--- config.mk ---
export PLATFORM = sky130hd
export DESIGN_NAME = bififo_level_flags_mailbox
export DESIGN_NICKNAME = d
export VERILOG_FILES = /design/src/bififo_pkg.sv /design/src/bififo_level_flags_mailbox.sv
export VERILOG_INCLUDE_DIRS = /design/src
export SDC_FILE = /design/constraint.sdc
export NUM_CORES = 1
export LEC_CHECK = 0
export ABC_AREA = 1
export BUFFER_PORTS_ARGS = -buffer_cell sky130_fd_sc_hd__buf_2
export CORE_ASPECT_RATIO = 0.9
export CORE_MARGIN = 1
export CORE_UTILIZATION = 45
export CTS_CLUSTER_SIZE = 20
export DETAILED_ROUTE_END_ITERATION = 6
export PLACE_DENSITY = 0.78
export SLEW_MARGIN = 0
export SYNTH_ARGS = -nofsm -noshare
export SYNTH_HDL_FRONTEND = slang
export SYNTH_SLANG_ARGS = --single-unit
--- constraint.sdc ---
create_clock -name i_clk -period 2.6 [get_ports i_clk]
set_input_delay 0.26 -clock i_clk [delete_from_list [all_inputs] [get_ports i_clk]]
set_output_delay 0.26 -clock i_clk [all_outputs]
set_load 0.02 [all_outputs]
--- src/bififo_defines.svh ---
// Constants for the level-flag and mailbox block of the two-way FIFO.
// Assumes a single shared clock for both ports.
`ifndef BIFIFO_DEFINES_SVH
`define BIFIFO_DEFINES_SVH

// Array geometry
`define WORD_W          36
`define COUNT_W         11
`define OFFSET_W        10
`define FIFO_DEPTH      11'h400

// Offset register indices on the select lines
`define OFS_FIFO1_EMPTY 2'h0
`define OFS_FIFO2_EMPTY 2'h1
`define OFS_FIFO1_FULL  2'h2
`define OFS_FIFO2_FULL  2'h3

// Reset values
`define OFFSET_PRESET   10'h008
`define MAIL_FLAG_RESET 1'b1

`endif

--- src/bififo_pkg.sv ---
// Types shared by the level-flag and mailbox block.
// Assumes bififo_defines.svh is on the include path.
`include "bififo_defines.svh"

package bififo_pkg;

    // One port's bus request, sampled on the clock edge
    typedef struct packed {
        logic                  chip_select_n;
        logic                  direction;
        logic                  enable;
        logic                  mail_select;
        logic [`WORD_W-1:0]    bus;
    } port_req_t;

    // Data the block drives back onto a port
    typedef struct packed {
        logic [`WORD_W-1:0]    bus;
        logic                  bus_oe;
    } port_drive_t;

endpackage

--- src/bififo_level_flags_mailbox.sv ---
// Almost-empty / almost-full flags, output-ready timing and the two
// mailbox bypass registers of a two-way FIFO. Both ports run on i_clk;
// the array and its pointers live outside and report word movements.
// How it works
// - Almost-empty flag is timed by the clock of the port reading that FIFO.
// - Almost-empty low at offset words or fewer, high from offset plus one.
// - Port B uses FIFO1 empty offset, port A uses FIFO2 empty offset.
// - A word in the output register no longer counts as stored.
// - Almost-empty rises on the second read-clock edge after the filling write.
// - First sync edge must trail the write by the second skew interval.
// - Almost-full flag is timed by the clock of the port writing that FIFO.
// - Almost-full low from depth minus offset words, high below that.
// - Port A uses FIFO1 full offset, port B uses FIFO2 full offset.
// - Almost-full rises on the second write-clock edge after the draining read.
// - First sync edge must trail the read by the second skew interval.
// - One 36-bit mailbox per direction, chosen by each port's mail select.
// - Selected port A write with mail select stores port A bus in A-to-B box.
// - Selected port B write with mail select stores port B bus in B-to-A box.
// - Writing a mailbox drops its flag; writes are ignored while it is low.
// - Enabled bus shows FIFO output register, or incoming mailbox if selected.
// - Port B mailbox read raises the A-to-B flag.
// - Port A mailbox read raises the B-to-A flag.
// - Reading a mailbox leaves its contents; only accepted writes change them.
// - Fall-through: output-ready and output load three read cycles after write.
// - On FIFO1 reset, fall-through drops port B ready one cycle earlier.
`include "bififo_defines.svh"

module bififo_level_flags_mailbox (
    // Clock and reset
    input  wire logic                    i_clk,
    input  wire logic                    i_rst_b,
    // Port requests
    input  wire bififo_pkg::port_req_t   i_port_a,
    input  wire bififo_pkg::port_req_t   i_port_b,
    // Offset programming, qualified by a port A write
    input  wire logic                    i_offset_wr,
    input  wire logic [1:0]              i_offset_sel,
    // Mode strap
    input  wire logic                    i_fall_through_select,
    // Array side, index 0 is FIFO1 (A to B), index 1 is FIFO2
    input  wire logic [1:0]              i_fifo_reset,
    input  wire logic [1:0]              i_mem_wr,
    input  wire logic [1:0]              i_mem_shift,
    input  wire logic [`WORD_W-1:0]      i_fifo1_out_data,
    input  wire logic [`WORD_W-1:0]      i_fifo2_out_data,
    // Port drives
    output bififo_pkg::port_drive_t      o_port_a_drive,
    output bififo_pkg::port_drive_t      o_port_b_drive,
    // Level flags
    output logic                         o_port_a_almost_empty_flag,
    output logic                         o_port_b_almost_empty_flag,
    output logic                         o_port_a_almost_full_flag,
    output logic                         o_port_b_almost_full_flag,
    output logic                         o_port_a_empty_flag,
    output logic                         o_port_b_empty_flag,
    output logic [1:0]                   o_out_load,
    // Mailbox flags
    output logic                         o_a_to_b_mail_flag,
    output logic                         o_b_to_a_mail_flag
);

    logic                    act_a;
    logic                    act_b;
    logic                    wr_a;
    logic                    rd_a;
    logic                    wr_b;
    logic                    rd_b;
    logic                    ofs_wr;
    logic                    fall_through_select_meta;
    logic                    fall_through_select;
    logic [`OFFSET_W-1:0]    offset [4];
    logic [`COUNT_W-1:0]     count [2];
    logic [`COUNT_W-1:0]     next_count [2];
    logic [1:0]              ae_cmp;
    logic [1:0]              af_cmp;
    logic [1:0]              ae_s1;
    logic [1:0]              af_s1;
    logic [1:0]              ae;
    logic [1:0]              af;
    logic [1:0]              nonempty;
    logic [1:0]              rdy_s1;
    logic [1:0]              rdy_s2;
    logic [1:0]              rdy;
    logic [1:0]              next_rdy;
    logic [1:0]              mail_wr;
    logic [1:0]              mail_rd;
    logic [1:0]              mail_take;
    logic [1:0]              mail_flag;
    logic [`WORD_W-1:0]      mail_data [2];
    logic [`WORD_W-1:0]      mbox [2];

    // Port decode; port B direction is high for a read
    assign act_a = ~i_port_a.chip_select_n & i_port_a.enable;
    assign act_b = ~i_port_b.chip_select_n & i_port_b.enable;
    assign wr_a  = act_a & i_port_a.direction;
    assign rd_a  = act_a & ~i_port_a.direction;
    assign wr_b  = act_b & ~i_port_b.direction;
    assign rd_b  = act_b & i_port_b.direction;

    // Mailbox steering per direction
    assign mail_wr[0]   = wr_a & i_port_a.mail_select;
    assign mail_wr[1]   = wr_b & i_port_b.mail_select;
    assign mail_rd[0]   = rd_b & i_port_b.mail_select;
    assign mail_rd[1]   = rd_a & i_port_a.mail_select;
    assign mail_data[0] = i_port_a.bus;
    assign mail_data[1] = i_port_b.bus;
    assign mail_take    = mail_wr & mail_flag;

    // Offsets only load on a port A FIFO-side write cycle
    assign ofs_wr = i_offset_wr & wr_a & ~i_port_a.mail_select;

    // Strap is a static pin, so it is brought in through two stages
    always_ff @(posedge i_clk or negedge i_rst_b) begin
        if (!i_rst_b) begin
            fall_through_select_meta <= 1'b0;
            fall_through_select      <= 1'b0;
        end else begin
            fall_through_select_meta <= i_fall_through_select;
            fall_through_select      <= fall_through_select_meta;
        end
    end

    // Offset registers; each write stands alone, so gaps are harmless
    for (genvar j = 0; j < 4; j++) begin : g_offset
        always_ff @(posedge i_clk or negedge i_rst_b) begin
            if (!i_rst_b) begin
                offset[j] <= `OFFSET_PRESET;
            end else if (i_fifo_reset[j%2]) begin
                offset[j] <= `OFFSET_PRESET;
            end else if (ofs_wr && i_offset_sel == 2'(j)) begin
                offset[j] <= i_port_a.bus[`OFFSET_W-1:0];
            end
        end
    end

    // Per-FIFO fill count, level compare and two-edge flag pipelines
    for (genvar i = 0; i < 2; i++) begin : g_fifo
        // Shift to the output register takes the word out of the count
        assign next_count[i] = count[i] + `COUNT_W'(i_mem_wr[i])
                               - `COUNT_W'(i_mem_shift[i]);
        assign ae_cmp[i]   = count[i] > {1'b0, offset[i]};
        assign af_cmp[i]   = count[i] < (`FIFO_DEPTH
                             - {1'b0, offset[2+i]});
        assign nonempty[i] = count[i] != '0;
        assign next_rdy[i] = nonempty[i] & rdy_s1[i]
                             & (~fall_through_select | rdy_s2[i]);

        always_ff @(posedge i_clk or negedge i_rst_b) begin
            if (!i_rst_b) begin
                count[i] <= '0;
            end else if (i_fifo_reset[i]) begin
                count[i] <= '0;
            end else begin
                count[i] <= next_count[i];
            end
        end

        // Falls on the first edge, rises only on the second
        // Shared clock: every edge already trails the event by a full
        // period, so the skew slip never arises here
        always_ff @(posedge i_clk or negedge i_rst_b) begin
            if (!i_rst_b) begin
                ae_s1[i] <= 1'b0;
                ae[i]    <= 1'b0;
                af_s1[i] <= 1'b1;
                af[i]    <= 1'b1;
            end else begin
                ae_s1[i] <= ae_cmp[i];
                ae[i]    <= ae_cmp[i] & ae_s1[i];
                af_s1[i] <= af_cmp[i];
                af[i]    <= af_cmp[i] & af_s1[i];
            end
        end

        // Empty/ready: two edges standard, three in fall-through
        always_ff @(posedge i_clk or negedge i_rst_b) begin
            if (!i_rst_b) begin
                rdy_s1[i]     <= 1'b0;
                rdy_s2[i]     <= 1'b0;
                rdy[i]        <= 1'b0;
                o_out_load[i] <= 1'b0;
            end else if (fall_through_select && i_fifo_reset[i]) begin
                rdy_s1[i]     <= 1'b0;
                rdy_s2[i]     <= 1'b0;
                rdy[i]        <= 1'b0;
                o_out_load[i] <= 1'b0;
            end else begin
                rdy_s1[i]     <= nonempty[i];
                rdy_s2[i]     <= nonempty[i] & rdy_s1[i];
                rdy[i]        <= next_rdy[i];
                o_out_load[i] <= fall_through_select & next_rdy[i] & ~rdy[i];
            end
        end

        // Mailbox: a new write beats a same-cycle read of the flag
        always_ff @(posedge i_clk or negedge i_rst_b) begin
            if (!i_rst_b) begin
                mbox[i]      <= '0;
                mail_flag[i] <= `MAIL_FLAG_RESET;
            end else if (mail_take[i]) begin
                mbox[i]      <= mail_data[i];
                mail_flag[i] <= 1'b0;
            end else if (mail_rd[i]) begin
                mail_flag[i] <= 1'b1;
            end
        end

    end

    // Read data: mailbox when selected, else the FIFO output register
    always_ff @(posedge i_clk or negedge i_rst_b) begin
        if (!i_rst_b) begin
            o_port_a_drive <= '0;
            o_port_b_drive <= '0;
        end else begin
            o_port_a_drive.bus    <= i_port_a.mail_select ? mbox[1]
                                     : i_fifo2_out_data;
            o_port_a_drive.bus_oe <= rd_a;
            o_port_b_drive.bus    <= i_port_b.mail_select ? mbox[0]
                                     : i_fifo1_out_data;
            o_port_b_drive.bus_oe <= rd_b;
        end
    end

    // Flag outputs, each straight from its flop
    assign o_port_b_almost_empty_flag = ae[0];
    assign o_port_a_almost_empty_flag = ae[1];
    assign o_port_a_almost_full_flag  = af[0];
    assign o_port_b_almost_full_flag  = af[1];
    assign o_port_b_empty_flag        = rdy[0];
    assign o_port_a_empty_flag        = rdy[1];
    assign o_a_to_b_mail_flag         = mail_flag[0];
    assign o_b_to_a_mail_flag         = mail_flag[1];
endmodule

Word level (Yosys, flattened, before mapping)
Cells that the tools add are included.
{ "totals": {"register_bits": 228, "output_inout_bits": 84, "elab_cells": 119} }
{ "classes": {"add_sub_neg": 6, "n_lt_le_gt_ge": 4, "n_eq_ne": 3, "muxes": 24, "bitwise_logic": 35, "reduce_logical": 15} }
{ "op_table": {"columns": ["operator", "n"], "rows": [
  ["2-to-1 mux 10 bit", 8],
  ["2-to-1 mux 36 bit", 2],
  ["bitwise AND 1 bit", 24],
  ["adder 11 x 1 -> 11 bit", 2],
  ["> comparator 11 x 10 -> 1 bit", 2],
  ["< comparator 11 bit", 2],
  ["2-to-1 mux 11 bit", 2],
  ["nonzero test 11 bit", 2],
  ["subtractor 11 x 1 -> 11 bit", 2],
  ["subtractor 11 x 10 -> 11 bit (first input constant)", 2],
  ["2-to-1 mux 1 bit", 12],
  ["nonzero test 2 bit", 6],
  ["NOT 1 bit", 8],
  ["logical AND 1 bit", 6],
  ["== test 2 bit (second input constant)", 2],
  ["bitwise AND 2 bit", 1],
  ["== test 2 x 1 -> 1 bit (second input constant)", 1],
  ["logical NOT 2 bit", 1],
  ["bitwise OR 1 bit", 2]
]} }

Longest topological paths before layout
{ "logic_depth": {"word_depth": 8, "depth_mapped": 15, "mapped_depth_nobuf": 15} }

Worst setup path before layout
No wires, ideal clock.
{ "synth_timing": {"path_kind": "register to register", "from": "reg count[0] (netlist bit)", "to": "reg count[10] (netlist bit)", "arrival_ns": 1.841, "required_time_ns": 2.481, "slack_ns": 0.640, "stages_incl_launch_ff": 15, "cell_sequence": "dfrtp_1 > inv_1 > ha_1 > inv_1 > ha_1 > inv_1 > fa_1 > inv_1 > nand2_1 > nand2_1 > nand3_1 > nand2_1 > nand2_1 > a21oi_1 > nor2_1"} }
{ "synth_between": {"elab_chain_len": 3} }
{ "synth_rtl": {"columns": ["element", "line", "text"], "rows": [
  ["start, declared", "bififo_level_flags_mailbox.sv:72", "logic [`COUNT_W-1:0] count [2];"],
  ["start signal, assigned by index", "bififo_level_flags_mailbox.sv:154", "count[i] <= next_count[i];"],
  ["adder 11 x 1 -> 11 bit", "bififo_level_flags_mailbox.sv:139", "assign next_count[i] = count[i] + `COUNT_W'(i_mem_wr[i])"],
  ["subtractor 11 x 1 -> 11 bit", "bififo_level_flags_mailbox.sv:139", null],
  ["2-to-1 mux 11 bit", "bififo_level_flags_mailbox.sv:151", "end else if (i_fifo_reset[i]) begin"]
]} }
No other way between the ends.
A chain may end at the register's enable or synchronous reset.

Worst setup path in the final report
Ends and elaborated chain as after synthesis.

==> flow_metrics.tcl <==
set metrics [dict create \
    routed_wl_um 31800 \
    track_usage_pct 26.3 \
    die_h_um 150 \
    internal_power_mw 8.25 \
    drtAntennaViolNets 0 \
    gp_congestion 0.864 \
    core_mm2 0.0235 \
    ioPinCount 248 \
    multi_input_area_mm2 0.00423 \
    antenna_found_initial 2 \
    filler_cell_count 1828 \
    drv_cap 0 \
    post-place-ws_ps 378 \
    clk_latency_ps 530 \
    start_util_pct 46.3 \
    setup_tns_ps 0 \
    power.density_mw_per_mm2 889 \
    wl_per_cell_um 16.1 \
    nNetsFinal 1887 \
    cp.required_ps 3000 \
    crit_type "reg -> reg" \
    fin_cells 1970 \
    cts_tree "built" \
    slew_headroom_pct 47.8 \
    finalSetupViolCount 0 \
    clkTransAtPathRegs_ps 60 \
    drive_gt1_share_pct 19.3 \
    ff2ff_setup_slack_ps 310 \
    p_leak_nw 7.59 \
    switching_share_pct 37.0 \
    ys_types 34 \
    die_x_um 166 \
    r2r-end "count[10]" \
    hp-class "in -> reg" \
    final-seq-area_mm2 0.00572 \
    grt_pass1_wl_um 52000 \
    cp.arrival_ps 2680 \
    grt-ovfl-total 0 \
    post_cts_resize_count 0 \
    numCtsBuffers 25 \
    outcome "finished with violations" \
    violations "design-rule violations" \
    yosysMostFrequentCell "nand2_1" \
    avgSynthCellArea_um2 8.62 \
    post_cts_buffers 0 \
    min_period_ps 2290 \
    slew_viol_final 0 \
    fin_util_pct 62.5 \
    rr_startpoint "count[0]" \
    critPathCaptureType "flop" \
    switching_power_mw 4.84 \
    seqPwrFrac_pct 37.2 \
    ys_warn_count 0 \
    synth_nets 1503 \
    synth_commonest_cells "nand2_1 (295), dfrtp_1 (218), inv_1 (207)" \
    rsz0062_at_grt "false" \
    hold_violations 0 \
    fmax_ghz 0.437 \
    cts.sinks 228 \
    min_to "mbox[45]" \
    period_share_pct 88.0 \
    combinationalPowerShare_pct 35.4 \
    num_vias 9990 \
    synth_edf_count 0 \
    syn_to_final_growth_pct 35.0 \
    worstHoldStart "i_port_a[9]" \
    worstMarginPinSlew_ps 778 \
    dp_hpwl_um 20300 \
    peakVddDrop_uv 561 \
    rows 53 \
    drc 12 \
    die-area_mm2 0.0249 \
    grt_start_max_net_pins 89 \
    finClkSkew_ps 21.9 \
    dpl.cell_count 1785 \
    first_pass_iters 7 \
    htree_levels 1 \
    worst-r2r-cell-count 14 \
    synthesis.area_mm2 0.0109 \
    holdPathStages 3 \
    p_clk_share_pct 27.4 \
    path_max_fanout 4 \
    drt_first_iter_violations 639 \
    synth_area_leaders "dfrtp_1 (50%), nand2_1 (10%), o21ai_0 (8.9%), ha_1 (8.3%), inv_1 (7.1%)" \
    ys.flop_type "dfrtp_1" \
    synthCells 1265 \
    first_global_vias 10346 \
    startpoint_type "flop" \
    setup_ws_ps 313 \
    async_flop_share_pct 100 \
    synth_top_cell_by_area "dfrtp_1" \
    cts_root_buf "clkbuf_16" \
    synth_top_area_share_pct 50.0 \
    holdBufCountCts 139 \
    max-clock-path-buffers 3 \
    io_buffers 247 \
    ys_seq_area_share_pct 52.5 \
    vias_per_cell 5.07 \
    yosys_register_bits 228 \
]
==> routing by layer <==
| metal | part of all wire (%) | GRT usage, % | vias to the layer above |
|---|---|---|---|
| met5 | 0.025 | 0 | - |
| met4 | 4.4 | 11.3 | 2 |
| met3 | 6.6 | 5.00 | 106 |
| met2 | 49 | 46.4 | 433 |
| met1 | 40 | 31.6 | 4706 |
| li1 | - | - | 4743 |
==> flip-flops by register name, summed over array words and instances, names as in the netlist <==
register / count
o_port_a_almost_full_flag: 1
o_port_b_drive: 37
af_s1: 2
o_port_a_drive: 37
ae_s1: 2
rdy_s2: 2
o_port_b_empty_flag: 1
o_port_b_almost_empty_flag: 1
rdy_s1: 2
o_out_load: 2
o_port_b_almost_full_flag: 1
o_port_a_empty_flag: 1
o_b_to_a_mail_flag: 1
fall_through_select_meta: 1
offset: 40
o_port_a_almost_empty_flag: 1
count: 22
mbox: 72
o_a_to_b_mail_flag: 1
fall_through_select: 1
==> worst max path at each step <==
stage / cells past startpoint / startpoint / endpoint / slack (ps)
after detailed placement: 14 / count[0] / count[10] / 380
after CTS: 14 / count[0] / count[10] / 350
after global placement: 14 / count[0] / count[10] / 490
final: 14 / count[0] / count[10] / 310
after global routing: 11 / offset[11] / o_port_a_almost_full_flag / 120
after floorplan: 14 / count[0] / count[10] / 640
==> power by group through the flow <==
stage	Combinational [mW]	Clock, mW	Sequential, mW
2_1_floorplan	2.74	0	5.10
3_3_place_gp	4.11	0	4.87
3_5_place_dp	4.31	0	4.89
4_1_cts	4.52	3.62	4.84
5_1_grt	5.24	3.77	4.96
6_report	4.63	3.59	4.87
==> critical path: stages, from the launching register on <==
cell	delay, ps
dfrtp_1	380
inv_1	130
ha_1	240
inv_1	60
ha_1	210
inv_1	70
fa_1	360
inv_1	80
nand2_1	70
nand2_1	100
nand3_1	80
nand2_1	100
nand2_1	70
a21oi_1	130
nor2_1	60
==> area by class of cell <==
class,instances,share of cell area (%)
clock buffers,37,5.17
diodes,1,0.0170
inverters,209,5.33
repair buffers,394,18.8
clock inverters,8,0.510
flip-flops and latches,228,38.8
multi-input cells,791,28.7
well taps,302,2.57
==> through the flow <==
step | power [mW] | area (µm²) | hold WS, ps
2_1_floorplan | 7.84 | 10900 | -35.6
3_3_place_gp | 8.98 | 12500 | 320
3_5_place_dp | 9.21 | 12500 | 323
4_1_cts | 13.0 | 14700 | 1.17
5_1_grt | 14.0 | 14700 | 20.1
6_report | 13.1 | 14700 | 17.5
==> placed cells by master (no fill, tap or decap), types with 3 or more instances in the layout <==
cell type	n
nand2_1	295
buf_2	246
dfrtp_1	218
inv_1	207
o21ai_0	193
dlygate4sd3_1	139
nor2_1	89
ha_1	72
nand3_1	39
a21oi_1	37
clkbuf_16	25
xor2_1	18
dfstp_2	10
nand4_1	9
clkbuf_8	9
nor3_1	8
buf_12	6
o21bai_1	4
nand2_2	4
o21ai_1	4
clkinv_2	4
clkbuf_1	3
==> logic make-up after synthesis <==
| kind of cell | count (synthesis) | share of synthesized area (%) |
|---|---|---|
| AOI/OAI and AO/OA | 244 | 11.4 |
| adders and majority gates | 74 | 8.63 |
| DFF | 228 | 52.5 |
| xor gates and xnor gates | 18 | 1.45 |
| and+or+nand+nor | 455 | 17.3 |
| buffers and inverters | 246 | 8.81 |
(Power assumes the default switching activity.)
